## config.mk

```make
export PLATFORM = sky130hd
export DESIGN_NAME = clock_frequency_synthesis
export DESIGN_NICKNAME = d
export VERILOG_FILES = /design/src/clock_synth_pkg.sv /design/src/clock_frequency_synthesis.sv
export SDC_FILE = /design/constraint.sdc
export NUM_CORES = 2
export LEC_CHECK = 0
export ABC_AREA = 1
export BUFFER_PORTS_ARGS = -buffer_cell sky130_fd_sc_hd__buf_4
export CORE_UTILIZATION = 39
export DETAILED_ROUTE_END_ITERATION = 10
export HOLD_SLACK_MARGIN = 0.05
export PLACE_DENSITY = 0.53
export SYNTH_ARGS = -nofsm -noshare
export SYNTH_HDL_FRONTEND = slang
export SYNTH_SLANG_ARGS = --single-unit
```

## constraint.sdc

```tcl
create_clock -name pclk -period 35.8 [get_ports pclk]
set_input_delay 1.79 -clock pclk [delete_from_list [all_inputs] [get_ports pclk]]
set_output_delay 1.79 -clock pclk [all_outputs]
set_load 0.05 [all_outputs]
```

## src/clock_synth_pkg.sv

```systemverilog
// register map, field layout and limits of the clock synthesis block
package clock_synth_pkg;
    // ==========================================
    // bus
    localparam int          PADDR_W        = 12;
    localparam int          PDATA_W        = 32;
    localparam logic [11:0] CTRL_OFFSET    = 12'h000;
    localparam logic [11:0] SYNTH_OFFSET   = 12'h004;
    localparam logic [11:0] SHIFT_OFFSET   = 12'h008;
    localparam logic [11:0] STATUS_OFFSET  = 12'h00C;
    // ==========================================
    // field positions
    localparam int          CTRL_DCC_BIT   = 0;
    localparam int          CTRL_FB_LSB    = 1;
    localparam int          CTRL_HF_BIT    = 3;
    localparam int          CTRL_DIV_LSB   = 8;
    localparam int          SYNTH_NUM_LSB  = 0;
    localparam int          SYNTH_DEN_LSB  = 8;
    localparam int          STAT_LOCK_BIT  = 0;
    localparam int          STAT_STBL_BIT  = 1;
    localparam int          STAT_ALGN_BIT  = 2;
    localparam int          STAT_PER_LSB   = 16;
    // ==========================================
    // reset values
    localparam logic        DCC_RESET      = 1'b1;
    localparam logic [1:0]  FB_RESET       = 2'h1;
    localparam logic        HF_RESET       = 1'b0;
    localparam logic [5:0]  DIV_RESET      = 6'h04;
    localparam logic [5:0]  NUM_RESET      = 6'h02;
    localparam logic [5:0]  DEN_RESET      = 6'h01;
    localparam logic [8:0]  SHIFT_RESET    = 9'h000;
    // ==========================================
    // feedback source codes
    localparam logic [1:0]  FB_NONE        = 2'h0;
    localparam logic [1:0]  FB_1X          = 2'h1;
    localparam logic [1:0]  FB_2X          = 2'h2;
    // ==========================================
    // limits; divide ratio is held in half steps
    localparam logic [5:0]  DIV_HALF_MIN   = 6'h03;
    localparam logic [5:0]  DIV_FINE_MAX   = 6'h10;
    localparam logic [5:0]  DIV_HALF_MAX   = 6'h20;
    localparam logic [5:0]  NUM_MIN        = 6'h02;
    localparam logic [5:0]  NUM_MAX        = 6'h20;
    localparam logic [5:0]  DEN_MIN        = 6'h01;
    localparam logic [5:0]  DEN_MAX        = 6'h20;
    localparam logic [8:0]  SHIFT_LIMIT    = 9'h0FF;
    localparam int          FINE_STEP_LOG2 = 9;
    localparam logic [15:0] MIN_PERIOD     = 16'h0004;
    localparam logic [15:0] CNT_MAX        = 16'hFFFF;
endpackage : clock_synth_pkg

```

## src/clock_frequency_synthesis.sv

```systemverilog
// clock manager frequency synthesis, coarse and fine phase, apb slave
//
// Overview of operation
// - doubled clock: twice reference, rising in phase
// - inverted doubled clock: twice reference, half shifted
// - divided clock: reference over divide ratio
// - ratio 1.5..8 half steps, 9..16; aligned
// - doubled and divided outputs have equal halves
// - phase outputs: correction on 50%, off copies
// - before lock doubled runs 25% at reference
// - fractional ratio, high frequency: shorter high
// - synthesized = reference times numerator over denominator
// - numerator 2..32, denominator 1..32
// - inverted synthesized is inverse of synthesized
// - synthesized outputs: high and low halves differ by at most one clock
// - synthesized run alongside all loop outputs
// - synthesizer uses the same reference input
// - no feedback: no delay correction applied
// - synthesized realigns every denominator reference periods
// - four phase outputs give coarse phase control
// - fine shift between feedback and reference
// - fine step: max of period/512, tap
// - fine shift moves all nine outputs
// - lock once zero phase matches reference; with no feedback, once the period is stable
//
// The implementer's own choices: register access over APB and the address map.
`timescale 1ns/1ps
module clock_frequency_synthesis (
    input  wire logic                             pclk,
    input  wire logic                             presetn,
    input  wire logic [clock_synth_pkg::PADDR_W-1:0] paddr,
    input  wire logic                             psel,
    input  wire logic                             penable,
    input  wire logic                             pwrite,
    input  wire logic [clock_synth_pkg::PDATA_W-1:0] pwdata,
    output logic      [clock_synth_pkg::PDATA_W-1:0] prdata,
    output logic                                  pready,
    output logic                                  pslverr,
    input  wire logic                             reference_clock_in,
    input  wire logic                             feedback_clock_in,
    output logic                                  zero_phase_output,
    output logic                                  quarter_phase_output,
    output logic                                  half_phase_output,
    output logic                                  three_quarter_phase_output,
    output logic                                  doubled_clock,
    output logic                                  doubled_clock_inverted,
    output logic                                  divided_clock,
    output logic                                  synthesized_clock,
    output logic                                  synthesized_clock_inverted,
    output logic                                  lock_indicator
);
    import clock_synth_pkg::*;

    // ==========================================
    // helpers
    function automatic logic [15:0] wrap_sub(input logic [15:0] a, input logic [15:0] b,
                                             input logic [15:0] p);
        logic [16:0] t;
        t = {1'b0, a} + {1'b0, p} - {1'b0, b};
        wrap_sub = (a >= b) ? (a - b) : t[15:0];
    endfunction : wrap_sub

    function automatic logic [15:0] wrap_add(input logic [15:0] a, input logic [15:0] b,
                                             input logic [15:0] p);
        logic [16:0] t;
        t = {1'b0, a} + {1'b0, b};
        wrap_add = (t >= {1'b0, p}) ? 16'(t - {1'b0, p}) : t[15:0];
    endfunction : wrap_add

    function automatic logic mapped(input logic [PADDR_W-1:0] a);
        mapped = (a == CTRL_OFFSET) || (a == SYNTH_OFFSET) || (a == SHIFT_OFFSET) || (a == STATUS_OFFSET);
    endfunction : mapped

    // ==========================================
    // settings
    logic        dcc_enable;
    logic [1:0]  fb_mode;
    logic        high_freq;
    logic [5:0]  divide_ratio_setting;
    logic [5:0]  synth_numerator;
    logic [5:0]  synth_denominator;
    logic [8:0]  phase_shift;
    logic        stable;
    logic        aligned;
    logic [15:0] period;
    logic [PDATA_W-1:0] next_prdata;
    logic        access;
    logic [5:0]  w_div;
    logic [5:0]  w_num;
    logic [5:0]  w_den;
    logic [1:0]  w_fb;
    logic [8:0]  w_shift;

    assign access  = psel && penable && pready;
    assign w_div   = pwdata[CTRL_DIV_LSB +: 6];
    assign w_fb    = pwdata[CTRL_FB_LSB +: 2];
    assign w_num   = pwdata[SYNTH_NUM_LSB +: 6];
    assign w_den   = pwdata[SYNTH_DEN_LSB +: 6];
    assign w_shift = pwdata[8:0];

    // ==========================================
    // apb slave; answers in the first access cycle
    always_ff @(posedge pclk or negedge presetn) begin
        if (!presetn) begin
            pready  <= 1'b0;
            pslverr <= 1'b0;
            prdata  <= 32'h0000_0000;
        end else begin
            pready  <= psel && !penable;
            pslverr <= psel && !penable && !mapped(paddr);
            if (psel && !penable) begin
                prdata <= next_prdata;
            end
        end
    end

    always_comb begin
        next_prdata = 32'h0000_0000;
        case (paddr)
            CTRL_OFFSET: begin
                next_prdata[CTRL_DCC_BIT]      = dcc_enable;
                next_prdata[CTRL_FB_LSB +: 2]  = fb_mode;
                next_prdata[CTRL_HF_BIT]       = high_freq;
                next_prdata[CTRL_DIV_LSB +: 6] = divide_ratio_setting;
            end
            SYNTH_OFFSET: begin
                next_prdata[SYNTH_NUM_LSB +: 6] = synth_numerator;
                next_prdata[SYNTH_DEN_LSB +: 6] = synth_denominator;
            end
            SHIFT_OFFSET: begin
                next_prdata[8:0] = phase_shift;
            end
            STATUS_OFFSET: begin
                next_prdata[STAT_LOCK_BIT]      = lock_indicator;
                next_prdata[STAT_STBL_BIT]      = stable;
                next_prdata[STAT_ALGN_BIT]      = aligned;
                next_prdata[STAT_PER_LSB +: 16] = period;
            end
            default: begin
                next_prdata = 32'h0000_0000;
            end
        endcase
    end

    // out-of-range fields are dropped so the core never sees an illegal ratio
    always_ff @(posedge pclk or negedge presetn) begin
        if (!presetn) begin
            dcc_enable           <= DCC_RESET;
            fb_mode              <= FB_RESET;
            high_freq            <= HF_RESET;
            divide_ratio_setting <= DIV_RESET;
            synth_numerator      <= NUM_RESET;
            synth_denominator    <= DEN_RESET;
            phase_shift          <= SHIFT_RESET;
        end else if (access && pwrite) begin
            if (paddr == CTRL_OFFSET) begin
                dcc_enable <= pwdata[CTRL_DCC_BIT];
                high_freq  <= pwdata[CTRL_HF_BIT];
                if (w_fb != 2'h3) begin
                    fb_mode <= w_fb;
                end
                if ((w_div >= DIV_HALF_MIN && w_div <= DIV_FINE_MAX) || (w_div <= DIV_HALF_MAX && !w_div[0] && w_div > DIV_FINE_MAX)) begin
                    divide_ratio_setting <= w_div;
                end
            end
            if (paddr == SYNTH_OFFSET && w_num >= NUM_MIN && w_num <= NUM_MAX && w_den >= DEN_MIN && w_den <= DEN_MAX) begin
                synth_numerator   <= w_num;
                synth_denominator <= w_den;
            end
            if (paddr == SHIFT_OFFSET && (w_shift <= SHIFT_LIMIT || w_shift >= 9'(-SHIFT_LIMIT))) begin
                phase_shift <= w_shift;
            end
        end
    end

    // ==========================================
    // reference and feedback measurement
    logic        ref_prev;
    logic        fb_prev;
    logic        ref_rise;
    logic        ref_fall;
    logic        fb_rise;
    logic [15:0] ref_cnt;
    logic [15:0] high_time;
    logic [15:0] elapsed;
    logic        period_ok;
    logic [15:0] half;
    logic [15:0] quarter;

    assign ref_rise  = reference_clock_in && !ref_prev;
    assign ref_fall  = !reference_clock_in && ref_prev;
    assign fb_rise   = feedback_clock_in && !fb_prev;
    assign elapsed   = ref_rise ? 16'h0000 : ref_cnt;
    assign period_ok = period >= MIN_PERIOD;
    assign half      = period >> 1;
    assign quarter   = period >> 2;

    always_ff @(posedge pclk or negedge presetn) begin
        if (!presetn) begin
            ref_prev  <= 1'b0;
            fb_prev   <= 1'b0;
            ref_cnt   <= 16'h0000;
            period    <= 16'h0000;
            high_time <= 16'h0000;
            stable    <= 1'b0;
        end else begin
            ref_prev <= reference_clock_in;
            fb_prev  <= feedback_clock_in;
            if (ref_rise) begin
                ref_cnt <= 16'h0001;
                period  <= ref_cnt;
                stable  <= (ref_cnt == period);
            end else if (ref_cnt != CNT_MAX) begin
                ref_cnt <= ref_cnt + 16'h0001;
            end
            if (ref_fall) begin
                high_time <= ref_cnt;
            end
        end
    end

    // ==========================================
    // fine shift and delay compensation
    logic        ps_neg;
    logic [8:0]  ps_mag;
    logic [24:0] ps_prod;
    logic [15:0] sc;
    logic [15:0] sh_off;
    logic [15:0] err;
    logic [15:0] err_fb;
    logic [15:0] comp;
    logic [15:0] target;
    logic [15:0] lphase;

    assign ps_neg  = phase_shift[8];
    assign ps_mag  = ps_neg ? 9'(-phase_shift) : phase_shift;
    assign ps_prod = {16'h0000, ps_mag} * {9'h000, period};
    // a step never falls below one clock, which stands for one tap
    assign sc      = (ps_mag != 9'h000 && ps_prod[24:FINE_STEP_LOG2] == 16'h0000) ? 16'h0001 : ps_prod[24:FINE_STEP_LOG2];
    assign sh_off  = ps_neg ? ((sc == 16'h0000) ? 16'h0000 : period - sc) : sc;
    assign err     = wrap_sub(elapsed, sh_off, period);
    assign err_fb  = (fb_mode == FB_2X && err >= half) ? err - half : err;
    assign target  = wrap_sub(comp, sh_off, period);

    always_ff @(posedge pclk or negedge presetn) begin
        if (!presetn) begin
            comp    <= 16'h0000;
            aligned <= 1'b0;
        end else if (fb_mode == FB_NONE || !period_ok || comp >= period) begin
            comp    <= 16'h0000;
            aligned <= 1'b0;
        end else if (ref_rise && ref_cnt != period) begin
            aligned <= 1'b0;
        end else if (fb_rise) begin
            comp    <= wrap_add(comp, err_fb, period);
            aligned <= (err_fb == 16'h0000);
        end
    end

    always_ff @(posedge pclk or negedge presetn) begin
        if (!presetn) begin
            lock_indicator <= 1'b0;
        end else begin
            lock_indicator <= period_ok && stable && (fb_mode == FB_NONE || aligned);
        end
    end

    always_ff @(posedge pclk or negedge presetn) begin
        if (!presetn) begin
            lphase <= 16'h0000;
        end else if (ref_rise) begin
            lphase <= target;
        end else if (lphase >= period - 16'h0001) begin
            lphase <= 16'h0000;
        end else begin
            lphase <= lphase + 16'h0001;
        end
    end

    // ==========================================
    // four phase outputs
    logic [3:0]  phase_q;
    logic [15:0] thresh;

    assign thresh = dcc_enable ? half : high_time;

    for (genvar k = 0; k < 4; k++) begin : g_phase
        logic [15:0] off;
        assign off = (k == 0) ? 16'h0000 : (k == 1) ? quarter : (k == 2) ? half : half + quarter;
        always_ff @(posedge pclk or negedge presetn) begin
            if (!presetn) begin
                phase_q[k] <= 1'b0;
            end else begin
                phase_q[k] <= period_ok && (wrap_sub(lphase, off, period) < thresh);
            end
        end
    end

    assign zero_phase_output          = phase_q[0];
    assign quarter_phase_output       = phase_q[1];
    assign half_phase_output          = phase_q[2];
    assign three_quarter_phase_output = phase_q[3];

    // ==========================================
    // doubled pair
    logic [15:0] dph;

    assign dph = (lphase >= half) ? lphase - half : lphase;

    always_ff @(posedge pclk or negedge presetn) begin
        if (!presetn) begin
            doubled_clock          <= 1'b0;
            doubled_clock_inverted <= 1'b0;
        end else begin
            // quarter-high at the reference rate until locked
            doubled_clock          <= period_ok && (lock_indicator ? dph < quarter : lphase < quarter);
            doubled_clock_inverted <= period_ok && lock_indicator && dph >= quarter;
        end
    end

    // ==========================================
    // divided clock
    logic        ph_zero;
    logic [21:0] dv_span;
    logic [20:0] dv_len;
    logic [20:0] dv_hi;
    logic [20:0] dv_cnt;
    logic [5:0]  dv_ref;
    logic        dv_trim;

    assign ph_zero = period_ok && lphase == 16'h0000;
    assign dv_span = {16'h0000, divide_ratio_setting} * {6'h00, period};
    assign dv_len  = dv_span[21:1];
    assign dv_hi   = dv_len >> 1;
    assign dv_trim = divide_ratio_setting[0] && high_freq && dv_hi > 21'h000001;

    always_ff @(posedge pclk or negedge presetn) begin
        if (!presetn) begin
            dv_cnt        <= 21'h000000;
            dv_ref        <= 6'h00;
            divided_clock <= 1'b0;
        end else begin
            if (ph_zero) begin
                dv_ref <= (dv_ref >= divide_ratio_setting - 6'h01) ? 6'h00 : dv_ref + 6'h01;
            end
            if (ph_zero && dv_ref == 6'h00) begin
                dv_cnt <= 21'h000000;
            end else if (dv_cnt >= dv_len - 21'h000001) begin
                dv_cnt <= 21'h000000;
            end else begin
                dv_cnt <= dv_cnt + 21'h000001;
            end
            divided_clock <= period_ok && dv_cnt < (dv_trim ? dv_hi - 21'h000001 : dv_hi);
        end
    end

    // ==========================================
    // fractional synthesizer; toggles every span/(2*num) clocks
    logic [21:0] fx_span;
    logic [21:0] fx_step;
    logic [22:0] fx_sum;
    logic [21:0] fx_acc;
    logic [5:0]  fx_ref;

    assign fx_span = {16'h0000, synth_denominator} * {6'h00, period};
    assign fx_step = {15'h0000, synth_numerator, 1'b0};
    assign fx_sum  = {1'b0, fx_acc} + {1'b0, fx_step};

    always_ff @(posedge pclk or negedge presetn) begin
        if (!presetn) begin
            fx_acc                     <= 22'h000000;
            fx_ref                     <= 6'h00;
            synthesized_clock          <= 1'b0;
            synthesized_clock_inverted <= 1'b0;
        end else if (!period_ok) begin
            fx_acc                     <= 22'h000000;
            synthesized_clock          <= 1'b0;
            synthesized_clock_inverted <= 1'b0;
        end else begin
            if (ph_zero) begin
                fx_ref <= (fx_ref >= synth_denominator - 6'h01) ? 6'h00 : fx_ref + 6'h01;
            end
            if (ph_zero && fx_ref == 6'h00) begin
                fx_acc                     <= 22'h000000;
                synthesized_clock          <= 1'b1;
                synthesized_clock_inverted <= 1'b0;
            end else if (fx_sum >= {1'b0, fx_span}) begin
                fx_acc                     <= 22'(fx_sum - {1'b0, fx_span});
                synthesized_clock          <= !synthesized_clock;
                synthesized_clock_inverted <= synthesized_clock;
            end else begin
                fx_acc                     <= fx_sum[21:0];
                // keeps the pair inverse from the first valid cycle, before the first realign
                synthesized_clock_inverted <= !synthesized_clock;
            end
        end
    end

    // ==========================================
    // checks
    property p_fx_inverse;
        @(posedge pclk) disable iff (!presetn) period_ok ##1 period_ok |-> synthesized_clock_inverted == !synthesized_clock;
    endproperty
    a_fx_inverse: assert property (p_fx_inverse) else $error("synth pair not inverse");

    property p_ratio_range;
        @(posedge pclk) disable iff (!presetn)
            synth_numerator >= 6'h02 && synth_numerator <= 6'h20 && synth_denominator >= 6'h01 && synth_denominator <= 6'h20;
    endproperty
    a_ratio_range: assert property (p_ratio_range) else $error("synth ratio out of range");

    property p_div_range;
        @(posedge pclk) disable iff (!presetn) (divide_ratio_setting >= 6'h03 && divide_ratio_setting <= 6'h10)
            || (divide_ratio_setting <= 6'h20 && !divide_ratio_setting[0]);
    endproperty
    a_div_range: assert property (p_div_range) else $error("divide ratio illegal");

    property p_prelock_quarter;
        @(posedge pclk) disable iff (!presetn) !lock_indicator && period_ok && lphase == quarter |=> !doubled_clock;
    endproperty
    a_prelock_quarter: assert property (p_prelock_quarter) else $error("doubled high past quarter before lock");

    property p_edge_aligned;
        @(posedge pclk) disable iff (!presetn)
            ref_rise && target == 16'h0000 && period_ok && $stable(period) |-> ##2 zero_phase_output && doubled_clock;
    endproperty
    a_edge_aligned: assert property (p_edge_aligned) else $error("doubled not rising with zero phase");

    property p_dcc_half;
        @(posedge pclk) disable iff (!presetn) dcc_enable && period_ok && lphase == half ##1 $stable(dcc_enable) |-> !zero_phase_output;
    endproperty
    a_dcc_half: assert property (p_dcc_half) else $error("zero phase high past half period");

    property p_lock_cause;
        @(posedge pclk) disable iff (!presetn) $rose(lock_indicator) |-> $past(stable) && $past(period_ok);
    endproperty
    a_lock_cause: assert property (p_lock_cause) else $error("lock without stable period");

    property p_no_fb_comp;
        @(posedge pclk) disable iff (!presetn) fb_mode == FB_NONE |=> comp == 16'h0000;
    endproperty
    a_no_fb_comp: assert property (p_no_fb_comp) else $error("compensation without feedback");

    property p_fine_step;
        @(posedge pclk) disable iff (!presetn) phase_shift != 9'h000 && period_ok |-> sc != 16'h0000;
    endproperty
    a_fine_step: assert property (p_fine_step) else $error("fine step below one tap");

endmodule : clock_frequency_synthesis

```

# Word level (Yosys, flattened, before mapping)
# Index checks and enable logic that the tools add are counted.
dict set report word_totals {
  out_inout_bits 44
  elab_cells 226
  ff_bits 212
}
dict set report classes {
  multipliers 3
  n_mux 47
  reduce_logical 69
  addsub 31
  n_eq_ne 10
  magnitude_cmp 33
}
# operator n
set ops {}
lappend ops {{$mux 16} 22}
lappend ops {{$sub 16x16->16} 8}
lappend ops {{$ge 16x16->1} 5}
lappend ops {{$mux 22} 3}
lappend ops {{$logic_not 16->1} 4}
lappend ops {{$lt 16x16->1} 4}
lappend ops {{$mux 21} 3}
lappend ops {{$add 16x16->16} 3}
lappend ops {{$sub 16x15->16} 3}
lappend ops {{$mul 6x16->22} 2}
lappend ops {{$logic_and 1x1->1} 34}
lappend ops {{$add 16x1->16 const B} 2}
lappend ops {{$ge 16x14->1} 2}
lappend ops {{$ge 16x15->1} 2}
lappend ops {{$lt 16x14->1} 2}
lappend ops {{$sub 16x14->16} 2}
lappend ops {{$mul 9x16->25} 1}
lappend ops {{$eq 12x4->1 const B} 2}
lappend ops {{$add 22x7->23} 1}
lappend ops {{$ge 23x22->1} 1}
lappend ops {{$sub 22x22->22} 1}
lappend ops {{$add 21x1->21 const B} 1}
lappend ops {{$ge 21x21->1} 1}
lappend ops {{$lt 21x21->1} 1}
lappend ops {{other kinds (45)} 83}

# Longest topological paths before layout
dict set report depth {
  word_depth 20
  mapped_depth 118
  mapped_depth_nobuf 115
}

# Worst setup path after synthesis
# OpenSTA, ideal clock, no wires.
dict set report synth_timing {
  kind {reg2reg}
  start {register period[2]}
  end {register comp[2]}
  stages_incl_launch_ff 99
  required_time_ns 35.674
  setup_time_ns 0.126
  t_arrival_ns 15.633
  setup_slack_ns 20.041
  path_cell_list {dfrtp_1 -> clkbuf_1 -> clkinv_1 -> nor2_1 -> fa_1 -> fa_1 -> fa_1 -> inv_1 -> fa_1 -> inv_1 -> ha_1 -> a21oi_1 -> o21ai_1 -> a21oi_1 -> nand2_2 -> nand3_1 -> nand3_1 -> nand2_1 -> [... 63 more ...] -> xor2_1 -> ha_1 -> inv_1 -> o311ai_0 -> a21oi_1 -> o21bai_1 -> a21oi_1 -> o21bai_1 -> nand3_1 -> nand2_1 -> a21oi_1 -> o21bai_1 -> nand2_1 -> nand2_1 -> clkbuf_1 -> o21ai_0 -> nand2_1 -> o22ai_1}
}
dict set report synth_via {
  elab_chain_len 18
  word_cells_on_any_way 34
  cone_classes {add/sub: 7; mul: 1; order compare: 5; eq/ne: 2; mux: 9; reduce/logical: 10}
}
# element line_no
set synth_lines {}
lappend synth_lines {{start: declaration} clock_frequency_synthesis.sv:85} ;# logic [15:0] period;
lappend synth_lines {{start signal: assignment} clock_frequency_synthesis.sv:211} ;# period <= ref_cnt;
lappend synth_lines {{$mul 9x16->25} clock_frequency_synthesis.sv:237} ;# assign ps_prod = {16'h0000, ps_mag} * {9'h000, period};
lappend synth_lines {{$logic_not 16->1} clock_frequency_synthesis.sv:239} ;# assign sc = (ps_mag != 9'h000 && ps_prod[24:FINE_STEP_LOG2] == 16'h0000) ? 16'h0001 : ps_prod[24:FINE_STEP_LOG ...
lappend synth_lines {{$logic_and 1x1->1} clock_frequency_synthesis.sv:239}
lappend synth_lines {{$mux 16} clock_frequency_synthesis.sv:239}
lappend synth_lines {{$sub 16x16->16 / $logic_not 16->1 (equally long branches)} clock_frequency_synthesis.sv:240} ;# assign sh_off = ps_neg ? ((sc == 16'h0000) ? 16'h0000 : period - sc) : sc;
lappend synth_lines {{$mux 16 (2 in a row)} clock_frequency_synthesis.sv:240}
lappend synth_lines {{$sub 16x16->16, or another cell as far along} clock_frequency_synthesis.sv:59} ;# t = {1'b0, a} + {1'b0, p} - {1'b0, b};
lappend synth_lines {{$mux 16} clock_frequency_synthesis.sv:60} ;# wrap_sub = (a >= b) ? (a - b) : t[15:0];
lappend synth_lines {{$ge 16x15->1} clock_frequency_synthesis.sv:242} ;# assign err_fb = (fb_mode == FB_2X && err >= half) ? err - half : err;
lappend synth_lines {{$logic_and 1x1->1} clock_frequency_synthesis.sv:242}
lappend synth_lines {{$mux 16} clock_frequency_synthesis.sv:242}
lappend synth_lines {{$add 16x16->17} clock_frequency_synthesis.sv:66} ;# t = {1'b0, a} + {1'b0, b};
lappend synth_lines {{$sub 16x16->16 / $ge 17x16->1 (equally long branches)} clock_frequency_synthesis.sv:67} ;# wrap_add = (t >= {1'b0, p}) ? 16'(t - {1'b0, p}) : t[15:0];
lappend synth_lines {{$mux 16} clock_frequency_synthesis.sv:67}
lappend synth_lines {{$mux 16} clock_frequency_synthesis.sv:254} ;# end else if (fb_rise) begin
lappend synth_lines {{$mux 16} clock_frequency_synthesis.sv:252} ;# end else if (ref_rise && ref_cnt != period) begin
lappend synth_lines {{$mux 16} clock_frequency_synthesis.sv:249} ;# end else if (fb_mode == FB_NONE || !period_ok || comp >= period) begin
lappend synth_lines {{end signal: assignment} clock_frequency_synthesis.sv:255} ;# comp <= wrap_add(comp, err_fb, period);
lappend synth_lines {{end: declaration} clock_frequency_synthesis.sv:231} ;# logic [15:0] comp;
# Several ways; a longest one is shown, not always the timed one. The select of a mux whose other input is x is not followed.
# A chain may end at the register's enable or synchronous reset.

# Worst setup path in the final report
dict set report layout_timing {
  start {register phase_shift[0]}
  end {register comp[2]}
}
dict set report layout_via {
  elab_chain_len 20
  word_cells_on_any_way 26
  cone_classes {add/sub: 7; mul: 1; order compare: 3; mux: 10; reduce/logical: 5}
}
# element line_no
set layout_lines {}
lappend layout_lines {{start: declaration} clock_frequency_synthesis.sv:82} ;# logic [8:0] phase_shift;
lappend layout_lines {{start signal: assignment} clock_frequency_synthesis.sv:171} ;# phase_shift <= w_shift;
lappend layout_lines {{$neg 9->9} clock_frequency_synthesis.sv:236} ;# assign ps_mag = ps_neg ? 9'(-phase_shift) : phase_shift;
lappend layout_lines {{$mux 9 *} clock_frequency_synthesis.sv:236}
lappend layout_lines {{$mul 9x16->25} clock_frequency_synthesis.sv:237}
lappend layout_lines {{$logic_not 16->1} clock_frequency_synthesis.sv:239}
lappend layout_lines {{$logic_and 1x1->1} clock_frequency_synthesis.sv:239}
lappend layout_lines {{$mux 16 *} clock_frequency_synthesis.sv:239}
lappend layout_lines {{$sub 16x16->16 / $logic_not 16->1 (equally long branches)} clock_frequency_synthesis.sv:240}
lappend layout_lines {{$mux 16} clock_frequency_synthesis.sv:240}
lappend layout_lines {{[... 4 more ...]} --}
lappend layout_lines {{$logic_and 1x1->1} clock_frequency_synthesis.sv:242}
lappend layout_lines {{$mux 16 *} clock_frequency_synthesis.sv:242}
lappend layout_lines {{$add 16x16->17 *} clock_frequency_synthesis.sv:66}
lappend layout_lines {{$sub 16x16->16 / $ge 17x16->1 (equally long branches)} clock_frequency_synthesis.sv:67}
lappend layout_lines {{$mux 16 *} clock_frequency_synthesis.sv:67}
lappend layout_lines {{$mux 16 *} clock_frequency_synthesis.sv:254}
lappend layout_lines {{$mux 16 *} clock_frequency_synthesis.sv:252}
lappend layout_lines {{$mux 16 *} clock_frequency_synthesis.sv:249}
# Mark *: on every way between the ends. The rest lies on a longest branch, timed or not. The select of a mux whose other input is x is not followed.

==> results.yml <==
outcome:
  status: "finished, final reports clean"
sta:
  min_period_ps: 19860
  finalSetupViolCount: 0
  skew_ps: 49.10
  hold_viol: 0
  timing.hold.ws_ps: 478.3
  max_slew_margin_pct: 14.70
  rsz0062_at_grt: "false"
  report.final.slew_viol_count: 0
  worstMarginPinSlew_ps: 1268
  fmaxAchievable_mhz: 50.35
  period_share_pct: 55.48
  fin_setup_tns_ps: 0
floorplanning:
  die_width_um: 315.6
  num_rows: 114
  start_util_pct: 39.55
  dieHeight_um: 315.6
  die-area_mm2: 0.09962
  core_area_mm2: 0.09699
  ios: 95
worst_setup_path:
  worstPathArrival_ps: 20330
  cp-start-kind: "flip-flop"
  critPathSlowestCell: "nand2_1"
  cpPeakStageDelay_ps: 750
  critPathMaxFanout: 31
  worstPathRequired_ps: 36270
  critical_path_class: "reg -> reg"
  endpoint_kind: "flip-flop"
  path_common_cell: "nand2_1"
  reg2reg_depth: 101
clock_tree:
  clockBufferDepth: 3
  clk_pin_slew_ps: 60
  ctsHtreeMaxLevel: 1
  cts_made_buffers: 30
  root_buffer: "clkbuf_16"
  clock-sinks: 212
  post_cts_buffers: 0
  cts_resized: 0
  tritoncts: "yes"
  clk_latency_ps: 650
  cts_hold_buf: 0
global_routing:
  antenna_found_initial: 1
  grt_usage_pct: 24.05
  grt_max_degree: 86
  grt_pass1_vias: 33231
  grt-ovfl-total: 0
  grt_pass1_wl_um: 187600
synthesis:
  synthCells: 5361
  synthAdderAreaFrac_pct: 31.93
  synth_compound_area_share_pct: 14.30
  ys_types: 74
  synthXorXnorAreaFrac_pct: 7.737
  synth-seq-area-share_pct: 13.85
  yosysWarnings: 0
  async_flop_share_pct: 100.0
  syn_area_mm2: 0.03836
  avgSynthCellArea_um2: 7.155
  synth_top_family_by_area: "adder cells"
  synth_edf_count: 0
  synthFlopType: "dfrtp_1"
  synth-seq-cells: 212
  synthMuxAreaShare_pct: 0.4893
  synth-simple-area-share_pct: 20.90
finish:
  layout-drive-gt1-share_pct: 4.860
  final_common_cell: "nand2_1"
  n_antenna_cell: 0
  layout_common_cells: "nand2_1, inv_1, ha_1"
  nFillCells: 10225
  multiInputGateArea_mm2: 0.02892
  ff_latch_area_mm2: 0.005313
  fin_nets: 6263
  syn_to_final_growth_pct: 8.053
detailed_routing:
  initialDrtViolationCount: 2248
  drc: 0
  num_vias: 34566
  firstDrtPassIters: 8
  ant_nets: 0
  wl_per_cell_um: 17.81
  drt-total-wl_um: 119100
  vias_per_cell: 5.168
placement:
  place_congestion: 0.8767
  io_buffers: 74
  dp_hpwl_um: 96050
power:
  ir_drop_mv: 0.08840
  p_leak_nw: 22.14
  power.density_mw_per_mm2: 103.6
min_path:
  hp-class: "reg -> reg"
  min_delay_path_depth: 2
job:
  max-cap-violations: 0
==> critical path, delay by kind of cell (launching register included) <==
family	cells	cell delay (ps)
buffers and inverters	19	1910
adders and majority gates	13	4840
AOI/OAI and AO/OA	30	5620
and+or+nand+nor	38	6460
xor gates and xnor gates	1	200
DFF	1	620
==> where the power goes <==
| part | switching (mW) | internal [mW] | total, mW | leakage [nW] |
|---|---|---|---|---|
| sequential | 0.0487 | 0.279 | 0.328 | 2.80 |
| combinational | 2.27 | 1.38 | 3.65 | 18.9 |
| clock | 0.136 | 0.180 | 0.316 | 0.489 |
| total | 2.46 | 1.84 | 4.30 | 22.1 |
==> stage by stage <==
stage,power [mW],area (um^2),instances,worst slack [ps],utilization [%]
3_3_place_gp,3.926,40420,6632,16440,41.68
6_report,4.296,41450,6688,15940,42.73
5_1_grt,4.865,41450,6688,13900,42.73
3_5_place_dp,3.959,40420,6632,16270,41.68
4_1_cts,4.303,41450,6688,16160,42.73
2_1_floorplan,3.134,38360,5362,20040,-
==> cell families (layout without fill, tap and decap cells) <==
kind of cell               count (synthesis)  count (layout)
AOI/OAI and AO/OA                        966             966
other                                      1               2
adders and majority gates                824             824
and+or+nand+nor                         1909            1909
DFF                                      212             212
xor gates and xnor gates                 338             338
buffers and inverters                   1093            1143
muxes                                     18              18
==> registers in the layout (all words and copies together) (netlist names), 2 cells and up <==
name                  flops
divide_ratio_setting      6
prdata                   30
phase_shift               9
lphase                   16
comp                     16
dv_cnt                   21
period                   16
synth_numerator           6
high_time                16
synth_denominator         6
fx_acc                   22
fx_ref                    6
ref_cnt                  16
dv_ref                    6
fb_mode                   2
==> cell type report <==
class,instances,share of cell area (%)
clock buffers,36,1.890
clock inverters,20,0.5856
inverters,953,8.630
multi-input cells,4057,69.78
flip-flops and latches,212,12.82
well taps,1276,3.852
repair buffers,134,2.445
==> synth_stat cells (21+ instances only) <==
master	instances	area share [%]
nand4_1	51	0.83
fa_1	258	13
o21a_1	22	0.43
o31ai_1	26	0.51
o211ai_1	21	0.41
xor2_1	240	5.5
nand2_1	1073	10
inv_1	933	9.1
nor2_1	398	3.9
xnor2_1	97	2.2
o22ai_1	21	0.34
o21bai_1	58	1.1
ha_1	566	18
a21oi_1	420	5.5
nand3_1	206	2.7
clkbuf_1	109	1.1
nor4_1	26	0.42
nor3_1	77	1.0
o21ai_0	292	3.8
dfrtp_1	207	14
==> worst paths after layout <==
kind	from	endpoint	slack [ps]
worst min-delay path	high_time[1]	high_time[1]	480
worst max-delay path	phase_shift[0]	comp[2]	15940
min in group asynchronous	presetn	fx_acc[19]	1130
worst min register to register	high_time[1]	high_time[1]	480
worst max register to register	phase_shift[0]	comp[2]	15940
max in group asynchronous	presetn	period[2]	32980
==> per-layer routing <==
layer / track usage [%] / vias to the layer above / wire (um)
met5: 0 / - / 13
met4: 4.919 / 2 / 2357
met3: 2.683 / 113 / 6247
met2: 38.26 / 725 / 52300
met1: 34.97 / 16323 / 58190
li1: - / 17403 / -
(Power assumes the default switching activity.)
